File: src/include/sync_serial_port_pkg.sv
// constants and types shared by the serial port design files
package sync_serial_port_pkg;
   localparam int BYTE_W = 8;
   localparam int RATE_CNT_W = 10;
   // mode select codes held in the control register
   localparam logic [3:0] MODE_DIV4 = 4'h0;
   localparam logic [3:0] MODE_DIV16 = 4'h1;
   localparam logic [3:0] MODE_DIV64 = 4'h2;
   localparam logic [3:0] MODE_TIMER = 4'h3;
   localparam logic [3:0] MODE_SLV_SS = 4'h4;
   localparam logic [3:0] MODE_SLV_NOSS = 4'h5;
   localparam logic [3:0] MODE_BAUD = 4'ha;
   // half serial clock periods in system clocks
   localparam logic [RATE_CNT_W-1:0] HALF_DIV4 = 10'h002;
   localparam logic [RATE_CNT_W-1:0] HALF_DIV16 = 10'h008;
   localparam logic [RATE_CNT_W-1:0] HALF_DIV64 = 10'h020;
   localparam logic [RATE_CNT_W-1:0] RATE_ONE = 10'h001;
   // control register layout
   localparam int CTL_WRITE_COLLISION_FLAG = 7;
   localparam int CTL_EN = 5;
   localparam int CTL_CKP = 4;
   localparam logic [7:0] CTRL_RESET = 8'h00;
   localparam logic [7:0] CTRL_WMASK = 8'h3f;
   // status register layout
   localparam int STAT_SMP = 7;
   localparam int STAT_CKE = 6;
   localparam int STAT_BF = 0;
   localparam logic [7:0] STAT_RESET = 8'h00;
   localparam logic [7:0] STAT_WMASK = 8'hc0;
   localparam logic [7:0] BUF_RESET = 8'h00;
   // master edge sequencing, counted in half clock periods
   localparam logic [4:0] EDGE_LAST = 5'd16;
   localparam logic [4:0] SHIFT_LIMIT = 5'd15;
   localparam logic [4:0] SAMPLE_SPAN = 5'd14;
   localparam logic [2:0] BIT_LAST = 3'd7;
   typedef enum logic [1:0] {
      M_IDLE = 2'b01,
      M_RUN = 2'b10
   } master_state_t;
endpackage : sync_serial_port_pkg

File: src/hw/spi_rate_gen.sv
// master serial clock half-period tick generator
`timescale 1ns/1ns
module spi_rate_gen #(
   parameter int CNT_W = sync_serial_port_pkg::RATE_CNT_W
) (
   input wire logic sys_clk_i,
   input wire logic rst_i,
   input wire logic run_i,
   input wire logic [3:0] mode_i,
   input wire logic [7:0] baud_i,
   input wire logic timer_tick_i,
   output logic tick_o
);
   import sync_serial_port_pkg::*;

   if (CNT_W < RATE_CNT_W) begin : g_bad_width
      $error("spi_rate_gen: CNT_W too small for baud divider");
   end

   logic [CNT_W-1:0] cnt;
   logic [CNT_W-1:0] half;
   logic [CNT_W-1:0] baud_half;
   wire use_timer = (mode_i == MODE_TIMER);
   wire at_end = (cnt == half - CNT_W'(RATE_ONE));

   // baud mode: Fosc/(4*(n+1)) means a half period of 2*(n+1) clocks
   assign baud_half = CNT_W'({({2'b00, baud_i} + RATE_ONE[8:0]), 1'b0});
   assign half = (mode_i == MODE_DIV16) ? CNT_W'(HALF_DIV16) :
                 (mode_i == MODE_DIV64) ? CNT_W'(HALF_DIV64) :
                 (mode_i == MODE_BAUD) ? baud_half : CNT_W'(HALF_DIV4);

   always_ff @(posedge sys_clk_i) begin
      if (rst_i || !run_i) begin
         cnt <= '0;
         tick_o <= 1'b0;
      end else if (use_timer) begin
         cnt <= '0;
         tick_o <= timer_tick_i;
      end else begin
         cnt <= at_end ? '0 : cnt + CNT_W'(RATE_ONE);
         tick_o <= at_end;
      end
   end
endmodule : spi_rate_gen

File: src/hw/sync_serial_port.sv
// spi master/slave serial port with byte buffer and status flags
`timescale 1ns/1ns
// Operation
// - eight-bit shift register, MSB leaves first, incoming bit enters at LSB.
// - data shifts out on the chosen clock edge, captured on the opposite edge, or on the shift edge when a master's sample phase is set.
// - completed byte copied to the buffer and interrupt flag set.
// - buffer write loads buffer and shift register together.
// - write during a transfer is dropped, sets collision flag; blocked until cleared.
// - buffer-full set on received byte, cleared by buffer read.
// - receive double-buffered so next byte can shift before the read.
// - enable bit hands pins to the port; reconfigure by disable, rewrite, enable.
// - control selects role, idle polarity, rate, select mode; status top bits select sample phase, clock edge.
// - master clocks a byte right after a buffer write.
// - master with output unused still shifts in and flags each byte.
// - master rate is clock over 4, 16, 64, half timer, or baud reload.
// - with edge select set, output bit valid before the first clock edge.
// - slave shifts on external clock pulses, flags after the last bit.
// - slave samples the clock pin through the system-clock synchroniser.
// - unselected slave ignores clock and data and does not drive output.
// - status low six bits read-only, top two bits read and write.
// - select-controlled slave drives output only while select is low.
// - select high on a select-controlled slave, or enable clear, forces the bit counter to zero.
module sync_serial_port (
   input wire logic sys_clk_i,
   input wire logic rst_i,
   input wire logic ctrl_wr_i,
   input wire logic [7:0] ctrl_wdata_i,
   input wire logic stat_wr_i,
   input wire logic [7:0] stat_wdata_i,
   input wire logic [7:0] baud_reload_value_i,
   input wire logic buf_wr_i,
   input wire logic [sync_serial_port_pkg::BYTE_W-1:0] buf_wdata_i,
   input wire logic buf_rd_i,
   input wire logic int_clear_i,
   input wire logic timer_tick_i,
   input wire logic sck_i,
   input wire logic sdi_i,
   input wire logic ss_n_i,
   output logic [7:0] port_control_one_o,
   output logic [7:0] port_status_reg_o,
   output logic [sync_serial_port_pkg::BYTE_W-1:0] port_data_buffer_o,
   output logic port_interrupt_flag_o,
   output logic sck_o,
   output logic sck_oe_n_o,
   output logic sdo_o,
   output logic sdo_oe_n_o
);
   import sync_serial_port_pkg::*;

   if (BYTE_W != 8) begin : g_bad_byte
      $error("sync_serial_port: byte width must be 8");
   end

   master_state_t state;
   master_state_t next_state;
   logic [BYTE_W-1:0] port_shift_register;
   logic [4:0] edge_k;
   logic [2:0] bit_cnt;
   logic [2:0] sync1;
   logic [2:0] sync2;
   logic sck_q;
   logic tick;
   logic [7:0] next_ctrl;
   logic [7:0] next_status;

   // pin synchronisers: sck, sdi, ss_n
   wire [2:0] pin_raw = {sck_i, sdi_i, ss_n_i};
   genvar gi;
   for (gi = 0; gi < 3; gi++) begin : g_sync
      always_ff @(posedge sys_clk_i) begin
         sync1[gi] <= pin_raw[gi];
         sync2[gi] <= sync1[gi];
      end
   end
   wire sck_s = sync2[2];
   wire sdi_s = sync2[1];
   wire ss_n_s = sync2[0];

   // configuration decode
   wire [3:0] port_mode_select = port_control_one_o[3:0];
   wire port_enable_bit = port_control_one_o[CTL_EN];
   wire clock_idle_polarity = port_control_one_o[CTL_CKP];
   wire write_collision_flag = port_control_one_o[CTL_WRITE_COLLISION_FLAG];
   wire input_sample_phase = port_status_reg_o[STAT_SMP];
   wire clock_edge = port_status_reg_o[STAT_CKE];
   wire buffer_full_flag = port_status_reg_o[STAT_BF];
   wire mode_master = (port_mode_select == MODE_DIV4) || (port_mode_select == MODE_DIV16) ||
                      (port_mode_select == MODE_DIV64) || (port_mode_select == MODE_TIMER) ||
                      (port_mode_select == MODE_BAUD);
   wire ss_ctl = (port_mode_select == MODE_SLV_SS);
   wire mode_slave = ss_ctl || (port_mode_select == MODE_SLV_NOSS);
   wire is_master = port_enable_bit && mode_master;
   wire is_slave = port_enable_bit && mode_slave;
   wire slave_sel = is_slave && (!ss_ctl || !ss_n_s);
   wire slave_reset = !port_enable_bit || (is_slave && ss_ctl && ss_n_s);
   wire running = (state == M_RUN);

   // master edge sequencing
   wire m_step = tick && running;
   wire [4:0] m_first = 5'({4'h0, ~clock_edge} + {4'h0, input_sample_phase});
   wire m_sample = m_step && (edge_k[0] == m_first[0]) && (edge_k >= m_first) &&
                   (edge_k <= m_first + SAMPLE_SPAN);
   wire m_shift = m_step && (edge_k < SHIFT_LIMIT) && (clock_edge ? edge_k[0] : ~edge_k[0]);
   wire m_toggle = m_step && (edge_k < EDGE_LAST);
   wire m_done = m_step && (edge_k == EDGE_LAST);

   // slave edge detection on the synchronised clock
   wire lead_edge = slave_sel && (sck_q == clock_idle_polarity) && (sck_s != clock_idle_polarity);
   wire trail_edge = slave_sel && (sck_q != clock_idle_polarity) && (sck_s == clock_idle_polarity);
   wire s_sample = clock_edge ? lead_edge : trail_edge;
   wire s_shift = clock_edge ? trail_edge : lead_edge;
   wire s_done = s_sample && (bit_cnt == BIT_LAST);

   wire sample = m_sample || s_sample;
   wire shift_out = m_shift || s_shift;
   wire [BYTE_W-1:0] shift_in_val = sample ? {port_shift_register[BYTE_W-2:0], sdi_s} :
                                    port_shift_register;
   wire complete = m_done || s_done;

   // buffer write acceptance
   wire busy = running || (is_slave && (bit_cnt != 3'd0));
   wire collide = buf_wr_i && busy;
   wire accept = buf_wr_i && !busy && !write_collision_flag;

   spi_rate_gen u_rate (
      .sys_clk_i(sys_clk_i),
      .rst_i(rst_i),
      .run_i(running),
      .mode_i(port_mode_select),
      .baud_i(baud_reload_value_i),
      .timer_tick_i(timer_tick_i),
      .tick_o(tick)
   );

   // master sequencer
   always_comb begin
      next_state = state;
      case (state)
         M_IDLE: begin
            if (accept && is_master) begin
               next_state = M_RUN;
            end
         end
         M_RUN: begin
            if (!is_master || m_done) begin
               next_state = M_IDLE;
            end
         end
         default: next_state = M_IDLE;
      endcase
   end

   always_ff @(posedge sys_clk_i) begin
      if (rst_i) begin
         state <= M_IDLE;
         edge_k <= 5'd0;
      end else begin
         state <= next_state;
         edge_k <= (state == M_IDLE) ? 5'd0 : (m_step ? edge_k + 5'd1 : edge_k);
      end
   end

   // register write decode
   always_comb begin
      next_ctrl = port_control_one_o;
      if (ctrl_wr_i) begin
         next_ctrl = (ctrl_wdata_i & CTRL_WMASK) | (port_control_one_o & ~CTRL_WMASK);
         next_ctrl[CTL_WRITE_COLLISION_FLAG] = ctrl_wdata_i[CTL_WRITE_COLLISION_FLAG] && write_collision_flag;
      end
      if (collide) begin
         next_ctrl[CTL_WRITE_COLLISION_FLAG] = 1'b1;
      end
      next_status = port_status_reg_o;
      if (stat_wr_i) begin
         next_status = (stat_wdata_i & STAT_WMASK) | (port_status_reg_o & ~STAT_WMASK);
      end
      if (buf_rd_i) begin
         next_status[STAT_BF] = 1'b0;
      end
      if (complete) begin
         next_status[STAT_BF] = 1'b1;
      end
   end

   always_ff @(posedge sys_clk_i) begin
      if (rst_i) begin
         port_control_one_o <= CTRL_RESET;
         port_status_reg_o <= STAT_RESET;
      end else begin
         port_control_one_o <= next_ctrl;
         port_status_reg_o <= next_status;
      end
   end

   // shift register and receive buffer
   always_ff @(posedge sys_clk_i) begin
      if (rst_i) begin
         port_shift_register <= BUF_RESET;
         port_data_buffer_o <= BUF_RESET;
      end else begin
         if (accept) begin
            port_shift_register <= buf_wdata_i;
            port_data_buffer_o <= buf_wdata_i;
         end else begin
            port_shift_register <= shift_in_val;
            if (complete) begin
               port_data_buffer_o <= shift_in_val;
            end
         end
      end
   end

   // interrupt flag, set wins over clear
   always_ff @(posedge sys_clk_i) begin
      if (rst_i) begin
         port_interrupt_flag_o <= 1'b0;
      end else begin
         port_interrupt_flag_o <= complete || (port_interrupt_flag_o && !int_clear_i);
      end
   end

   // slave bit counter
   always_ff @(posedge sys_clk_i) begin
      if (rst_i || slave_reset) begin
         bit_cnt <= 3'd0;
      end else if (s_sample) begin
         bit_cnt <= bit_cnt + 3'd1;
      end
      sck_q <= sck_s;
   end

   // pin drivers
   always_ff @(posedge sys_clk_i) begin
      if (rst_i) begin
         sck_o <= 1'b0;
         sck_oe_n_o <= 1'b1;
         sdo_o <= 1'b0;
         sdo_oe_n_o <= 1'b1;
      end else begin
         sck_oe_n_o <= !is_master;
         sdo_oe_n_o <= !(is_master || slave_sel);
         if (!running) begin
            sck_o <= clock_idle_polarity;
         end else if (m_toggle) begin
            sck_o <= ~sck_o;
         end
         if (accept) begin
            sdo_o <= buf_wdata_i[BYTE_W-1];
         end else if (shift_out) begin
            sdo_o <= sample ? port_shift_register[BYTE_W-2] : port_shift_register[BYTE_W-1];
         end
      end
   end

   // sck toggle counter watched by the assertions
   logic [4:0] tog_cnt;
   always_ff @(posedge sys_clk_i) begin
      if (rst_i || accept) begin
         tog_cnt <= 5'd0;
      end else if (m_toggle) begin
         tog_cnt <= tog_cnt + 5'd1;
      end
   end

   a_load_both: assert property (@(posedge sys_clk_i) disable iff (rst_i)
      accept |=> (port_data_buffer_o == $past(buf_wdata_i)) && (port_shift_register == $past(buf_wdata_i)))
      else $error("buffer write did not load both registers");
   a_write_collision_flag_set: assert property (@(posedge sys_clk_i) disable iff (rst_i)
      collide |=> port_control_one_o[CTL_WRITE_COLLISION_FLAG])
      else $error("collision flag not set");
   a_write_collision_flag_block: assert property (@(posedge sys_clk_i) disable iff (rst_i)
      (buf_wr_i && write_collision_flag && !complete) |=> $stable(port_data_buffer_o))
      else $error("write accepted while collision flag set");
   a_rx_flags: assert property (@(posedge sys_clk_i) disable iff (rst_i)
      complete |=> port_status_reg_o[STAT_BF] && port_interrupt_flag_o &&
                   (port_data_buffer_o == $past(shift_in_val)))
      else $error("received byte not posted");
   a_bf_clear: assert property (@(posedge sys_clk_i) disable iff (rst_i)
      (buf_rd_i && !complete) |=> !port_status_reg_o[STAT_BF])
      else $error("buffer read did not clear full flag");
   a_master_start: assert property (@(posedge sys_clk_i) disable iff (rst_i)
      (accept && is_master && !ctrl_wr_i && (port_mode_select != MODE_TIMER)) |=>
      running ##[1:520] (sck_o != clock_idle_polarity))
      else $error("master did not start clocking");
   a_eight_clocks: assert property (@(posedge sys_clk_i) disable iff (rst_i)
      m_done |-> (tog_cnt == EDGE_LAST) && (sck_o == clock_idle_polarity))
      else $error("master clock count wrong at end of byte");
   a_sdo_float: assert property (@(posedge sys_clk_i) disable iff (rst_i)
      (is_slave && ss_ctl && ss_n_s && !ctrl_wr_i) |=> sdo_oe_n_o)
      else $error("slave drives output while deselected");
   a_bitcnt_reset: assert property (@(posedge sys_clk_i) disable iff (rst_i)
      slave_reset |=> (bit_cnt == 3'd0))
      else $error("bit counter not cleared by port reset");
   a_msb_first: assert property (@(posedge sys_clk_i) disable iff (rst_i)
      (accept && clock_edge) |=> (sdo_o == $past(buf_wdata_i[BYTE_W-1])))
      else $error("msb not presented before first edge");
   a_lsb_in: assert property (@(posedge sys_clk_i) disable iff (rst_i)
      (sample && !accept) |=> (port_shift_register[0] == $past(sdi_s)))
      else $error("sampled bit not entered at lsb");
   a_write_collision_flag_hold: assert property (@(posedge sys_clk_i) disable iff (rst_i)
      (write_collision_flag && !(ctrl_wr_i && !ctrl_wdata_i[CTL_WRITE_COLLISION_FLAG])) |=> port_control_one_o[CTL_WRITE_COLLISION_FLAG])
      else $error("collision flag lost without clear");
   a_write_collision_flag_clear: assert property (@(posedge sys_clk_i) disable iff (rst_i)
      (ctrl_wr_i && !ctrl_wdata_i[CTL_WRITE_COLLISION_FLAG] && !collide) |=> !port_control_one_o[CTL_WRITE_COLLISION_FLAG])
      else $error("collision flag not cleared by write");
   a_slave_collide: assert property (@(posedge sys_clk_i) disable iff (rst_i)
      (buf_wr_i && is_slave && (bit_cnt != 3'd0)) |=> port_control_one_o[CTL_WRITE_COLLISION_FLAG])
      else $error("write during slave byte not flagged");
   a_bf_hold: assert property (@(posedge sys_clk_i) disable iff (rst_i)
      (buffer_full_flag && !buf_rd_i) |=> port_status_reg_o[STAT_BF])
      else $error("buffer full lost without read");
   a_irq_hold: assert property (@(posedge sys_clk_i) disable iff (rst_i)
      (port_interrupt_flag_o && !int_clear_i) |=> port_interrupt_flag_o)
      else $error("interrupt flag lost without clear");
   a_irq_cause: assert property (@(posedge sys_clk_i) disable iff (rst_i)
      (!port_interrupt_flag_o && !complete) |=> !port_interrupt_flag_o)
      else $error("interrupt flag set without byte");
   a_stat_low_ro: assert property (@(posedge sys_clk_i) disable iff (rst_i)
      (port_status_reg_o[5:1] == 5'h00))
      else $error("read-only status bits changed");
   a_stat_top_rw: assert property (@(posedge sys_clk_i) disable iff (rst_i)
      stat_wr_i |=> (port_status_reg_o[7:6] == $past(stat_wdata_i[7:6])))
      else $error("status top bits not written");
   a_ctrl_bit6: assert property (@(posedge sys_clk_i) disable iff (rst_i)
      (port_control_one_o[6] == 1'b0))
      else $error("unused control bit set");
   a_ctrl_write: assert property (@(posedge sys_clk_i) disable iff (rst_i)
      ctrl_wr_i |=> (port_control_one_o[5:0] == $past(ctrl_wdata_i[5:0])))
      else $error("control bits not written");
   a_sck_idle: assert property (@(posedge sys_clk_i) disable iff (rst_i)
      !running |=> (sck_o == $past(clock_idle_polarity)))
      else $error("serial clock not at idle level");
   a_sck_release: assert property (@(posedge sys_clk_i) disable iff (rst_i)
      !is_master |=> sck_oe_n_o)
      else $error("clock pin driven outside master role");
   a_sck_drive: assert property (@(posedge sys_clk_i) disable iff (rst_i)
      is_master |=> !sck_oe_n_o)
      else $error("clock pin not driven in master role");
   a_sdo_drive: assert property (@(posedge sys_clk_i) disable iff (rst_i)
      slave_sel |=> !sdo_oe_n_o)
      else $error("selected slave does not drive output");
   a_unsel_quiet: assert property (@(posedge sys_clk_i) disable iff (rst_i)
      (!slave_sel && !running && !buf_wr_i) |=> $stable(port_shift_register))
      else $error("unselected port shifted data");
   a_done_stop: assert property (@(posedge sys_clk_i) disable iff (rst_i)
      m_done |=> !running)
      else $error("master kept running after byte");
   a_bit_count: assert property (@(posedge sys_clk_i) disable iff (rst_i)
      (s_sample && !slave_reset) |=> (bit_cnt == $past(bit_cnt) + 3'd1))
      else $error("slave bit counter did not advance");
endmodule : sync_serial_port

File: config.mk
export PLATFORM = sky130hd
export DESIGN_NAME = sync_serial_port
export DESIGN_NICKNAME = d
export VERILOG_FILES = /design/src/include/sync_serial_port_pkg.sv /design/src/hw/spi_rate_gen.sv /design/src/hw/sync_serial_port.sv
export SDC_FILE = /design/constraint.sdc
export NUM_CORES = 1
export LEC_CHECK = 0
export ABC_AREA = 1
export BUFFER_PORTS_ARGS = -buffer_cell sky130_fd_sc_hd__buf_4
export CAP_MARGIN = 25
export CORE_MARGIN = 4
export CORE_UTILIZATION = 45
export CTS_BUF_LIST = sky130_fd_sc_hd__clkbuf_8
export DETAILED_ROUTE_END_ITERATION = 8
export GPL_TIMING_DRIVEN = 0
export PLACE_DENSITY_LB_ADDON = 0.12
export SYNTH_ARGS = -nofsm -noshare
export SYNTH_HDL_FRONTEND = slang
export SYNTH_SLANG_ARGS = --single-unit
File: constraint.sdc
create_clock -name sys_clk_i -period 3.1 [get_ports sys_clk_i]
set_input_delay 0.465 -clock sys_clk_i [delete_from_list [all_inputs] [get_ports sys_clk_i]]
set_output_delay 0.465 -clock sys_clk_i [all_outputs]
set_load 0.01 [all_outputs]
==> metrics.md <==
| Metric | Value |
|---|---|
| Diodes inserted | `0` |
| X dimension of the die | `between 90 and 100 um` |
| Static leakage | `1.94 nW` |
| Overall die height | `92.8 um` |
| Worst-case headroom to the max-slew limit | `0.590` |
| Critical path data arrival time | `between 2 and 3 ns` |
| Capture point of the worst reg-to-reg path | `port_data_buffer_o[2]` |
| Warnings from Yosys | `0` |
| Worst Tran Pin Value | `0.608 ns` |
| Sequential cell area in the final layout | `1180 sq um` |
| Root buffer cell | `clkbuf_8` |
| Portion of the clock cycle consumed by the worst path in the final layout | `0.883` |
| Crit-path max cell delay | `just under 0.5 ns` |
| Critical path buffer and inverter count | `4` |
| Post-Route WL | `7.53 mm` |
| Clock tree from TritonCTS | `built` |
| Detailed Routing Iterations Pass 1 | `4` |
| RD Place Congestion | `0.846` |
| Final-layout setup total negative slack | `0 ns` |
| Crit path max-delay cell type | `o21ai_0` |
| Cell Count Post-Placement | `620` |
| Hold Path End | `sync1[1]` |
| Total power per unit cell area | `about 460 nW/um^2` |
| Required time of the critical path | `3.34 ns` |
| Part of the power in registers | `0.436` |
| Category of the worst setup path capture point | `flop` |
| Switch share | `0.248` |
| Initial antenna violation count | `0` |
| Final cell count without fillers | `~640` |
| Max-cap viol count | `0` |
| Standard cell core area | `6910 sq um` |
| Startpoint of the tightest hold check path | `sdi_i` |
| Die outline area | `roughly 8600 sq um` |
| Initial DRC Count | `147` |
| Top post-synthesis cells by count | `nand2_1, inv_1, dfxtp_1` |
| Cell-internal power | `1.39 mW` |
| Starting Density | `0.469` |
| CTS Hold Buffers Added | `0` |
| Setup repair after global routing missed its margin | `false` |
| Number of endpoints failing setup at the final stage | `0` |
| Count of different cell masters after synthesis | `36` |
| Number of CTS-inserted buffers | `9` |
| Global routing usage summed across all routing layers | `0.186` |
| Final Max Tran Viols | `0` |
| Post-Syn Area | `3240 sq um` |
| Combined area of the multi-input logic cells | `between 1500 and 2000 sq um` |
| Run status | `complete, no violations` |
| Achievable frequency | `0.365 GHz` |
| Area delta synth->final | `24.8%` |
| Worst VDD drop | `256 uV` |
| Pin count of the biggest net entering global routing | `11` |
| Crit Path Max Fanout | `10` |
| Detailed-route wire length per cell | `roughly 12 um` |
| Cell taking the most area after synthesis | `dfxtp_1` |
| Vias in the first global route | `2,985` |
| Maximum clock insertion buffer count | `2` |
| Number of nets in the layout | `slightly below 600` |
| Detailed placer's ending HPWL | `between 6 and 7 mm` |
| Element type at the critical path start | `flop` |
| Sw Pwr | `about 0.46 mW` |
| Cell occurring most often along the worst timing path | `inv_1` |
| Worst Hold Path Cells | `1` |
| Total of fill cells in the finished design | `693` |
| # clock sinks | `59` |
| Setup CP Type | `reg2reg` |
| Critical register-to-register path startpoint | `port_status_reg_o[6]` |
| Classification of the worst-slack hold path | `in2reg` |
| Number of synthesized register bits | `59` |
| Power after layout | `1.85 mW` |
| Port Buf Inserts | `58` |
| Post-CTS Setup Bufs | `0` |
| Clk Latency, worst-skew pair | `0.34 ns` |
| CP top delay family | `compound AO/OA/AOI/OAI gates` |
| Crit path cell chain | `inv_1 > ha_1 > inv_1 > ha_1 > nand2_1 > nor2_1 > a211oi_1 > o21ai_0 > nand2_4 > buf_6 > o211ai_1 > nand3_1 > nand3_1 > inv_1` |
| Post-Route Skew | `0.00451 ns` |
| Number of enable flip-flop cells after synthesis | `0` |
| Count of cell instances traversed by the critical path | `14` |
| Via density | `4.77` |
| Clock edge transition at the registers on the reported setup and hold paths | `0.07 ns` |
| CTS H-Tree Depth | `3` |
| Total of cells resized after clock tree synthesis | `0` |
| Remaining design rule violation count | `0` |
| Remaining Overflow, GRT | `0` |
| Final Critical Period | `~2.7 ns` |
| Total number of vias | `about 3,000` |
| Area share of the leading cell type in the synthesized netlist | `0.365` |
| Count of pins on the block boundary | `72` |
| Post-Route Hold Slack | `0.226 ns` |
| Proportion of synthesized chip area in sequential cells | `0.365` |
| Flop2flop setup slack | `~0.36 ns` |
| Clock power frac | `0.430` |
| Hold violation total from the final report | `0` |
| First-pass GRT wire length | `13.0 mm` |
| Count leader, synth | `nand2_1` |
| Layout cells sized above 1 | `0.207` |
| Number of instances in the synthesized netlist | `461` |
| Most frequently used flop master after synthesis | `dfxtp_1` |
| Syn avg cell area | `7.02 sq um` |
| Logic gate share of total power | `0.134` |
| Synth async-reset ratio | `0` |
| Ranking of synthesized cells by area | `dfxtp_1, nand2_1, inv_1, nand3_1, nor2_1` |
| Cell Rows | `30` |
| R2R depth | `14` |
| Post-DRT Antenna Nets | `0` |
flip-flops by register name, summed over array words and instances, names as in the netlist:
register	count
port_data_buffer_o	8
sdi_s	1
sync1	3
sck_o	1
port_shift_register	8
sck_q	1
u_rate.tick_o	1
ss_n_s	1
sdo_o	1
sdo_oe_n_o	1
port_status_reg_o	3
port_control_one_o	7
edge_k	5
sck_s	1
u_rate.cnt	10
sck_oe_n_o	1
bit_cnt	3
port_interrupt_flag_o	1
state	2
logic make-up (layout without fill, tap and decap cells):
group,count (synthesis),count (layout),share of synthesized area
other,1,6,0.00116
AO/OA/AOI/OAI,62,62,0.107
adder cells (fa/ha/maj),14,14,0.0541
XOR/XNOR,13,13,0.0352
AND/OR/NAND/NOR,226,226,0.326
flip-flops,59,59,0.365
buffers and inverters,86,160,0.111
metal layers:
metal  wire length [um]  part of all wire  vias up  GRT usage
met4                170             0.023        0     0.0855
li1                   -                 -     1612          -
met2               3440              0.46       65      0.305
met1               3450              0.46     1343      0.227
met5                  0                 0        -          0
met3                474             0.063       14     0.0471
through the flow:
stage                     cell area [sq um]  setup WS [ns]   util
after global routing                   4040          0.120  0.585
after detailed placement               3810          0.351  0.552
after floorplan                        3260          0.865      -
after global placement                 3810          0.452  0.552
final                                  4040          0.363  0.585
after CTS                              4040          0.338  0.585
power by group through the flow:
stage               combinational (mW)  clock (mW)  sequential [mW]
detailed placement               0.248           0            0.824
CTS                              0.249       0.816            0.807
global placement                 0.243           0            0.823
global route                     0.282       0.847            0.810
finish                           0.247       0.796            0.806
floorplan                        0.144           0            0.828
cell usage in the layout (no fill, tap or decap), types with 2 or more instances in the layout:
master	n
or2_2	9
inv_2	4
nor3_1	8
o211ai_1	8
dfxtp_1	59
xnor2_1	2
clkbuf_1	5
nor2_1	47
nor3_2	2
nor2_2	3
inv_1	70
ha_1	14
nand4_1	2
o21ai_1	2
nand2_1	93
o21ai_0	21
nand3_1	47
bufinv_16	2
conb_1	6
nor2_4	2
nor4_1	2
buf_4	64
a21oi_1	25
nand2_2	2
clkbuf_8	11
nand3_2	5
xor2_1	11
buf_6	2
area by class of cell:
cell class	instances	share of cell area
multi-input combinational	321	0.424
sequential	59	0.292
timing repair buffer	58	0.108
inverter	73	0.0678
clock buffer	11	0.0375
tap	96	0.0297
buffer	13	0.0214
clock inverter	5	0.0189
worst register-to-register path: stages (launching register included):
cell	delay [ns]
dfxtp_1	0.36
inv_1	0.16
ha_1	0.25
inv_1	0.08
ha_1	0.30
nand2_1	0.07
nor2_1	0.11
a211oi_1	0.05
o21ai_0	0.49
nand2_4	0.14
buf_6	0.18
o211ai_1	0.20
nand3_1	0.11
nand3_1	0.09
inv_1	0.04
worst max-delay path by stage:
stage	start	endpoint	slack [ns]
2_1_floorplan	port_control_one_o[1]	u_rate.cnt[2]	0.86
4_1_cts	port_status_reg_o[6]	port_data_buffer_o[2]	0.34
3_3_place_gp	port_status_reg_o[6]	port_data_buffer_o[5]	0.45
3_5_place_dp	port_status_reg_o[6]	port_data_buffer_o[4]	0.35
5_1_grt	port_status_reg_o[6]	port_data_buffer_o[5]	0.12
6_report	port_status_reg_o[6]	port_data_buffer_o[2]	0.36
Power figures use the tool's default switching activity.
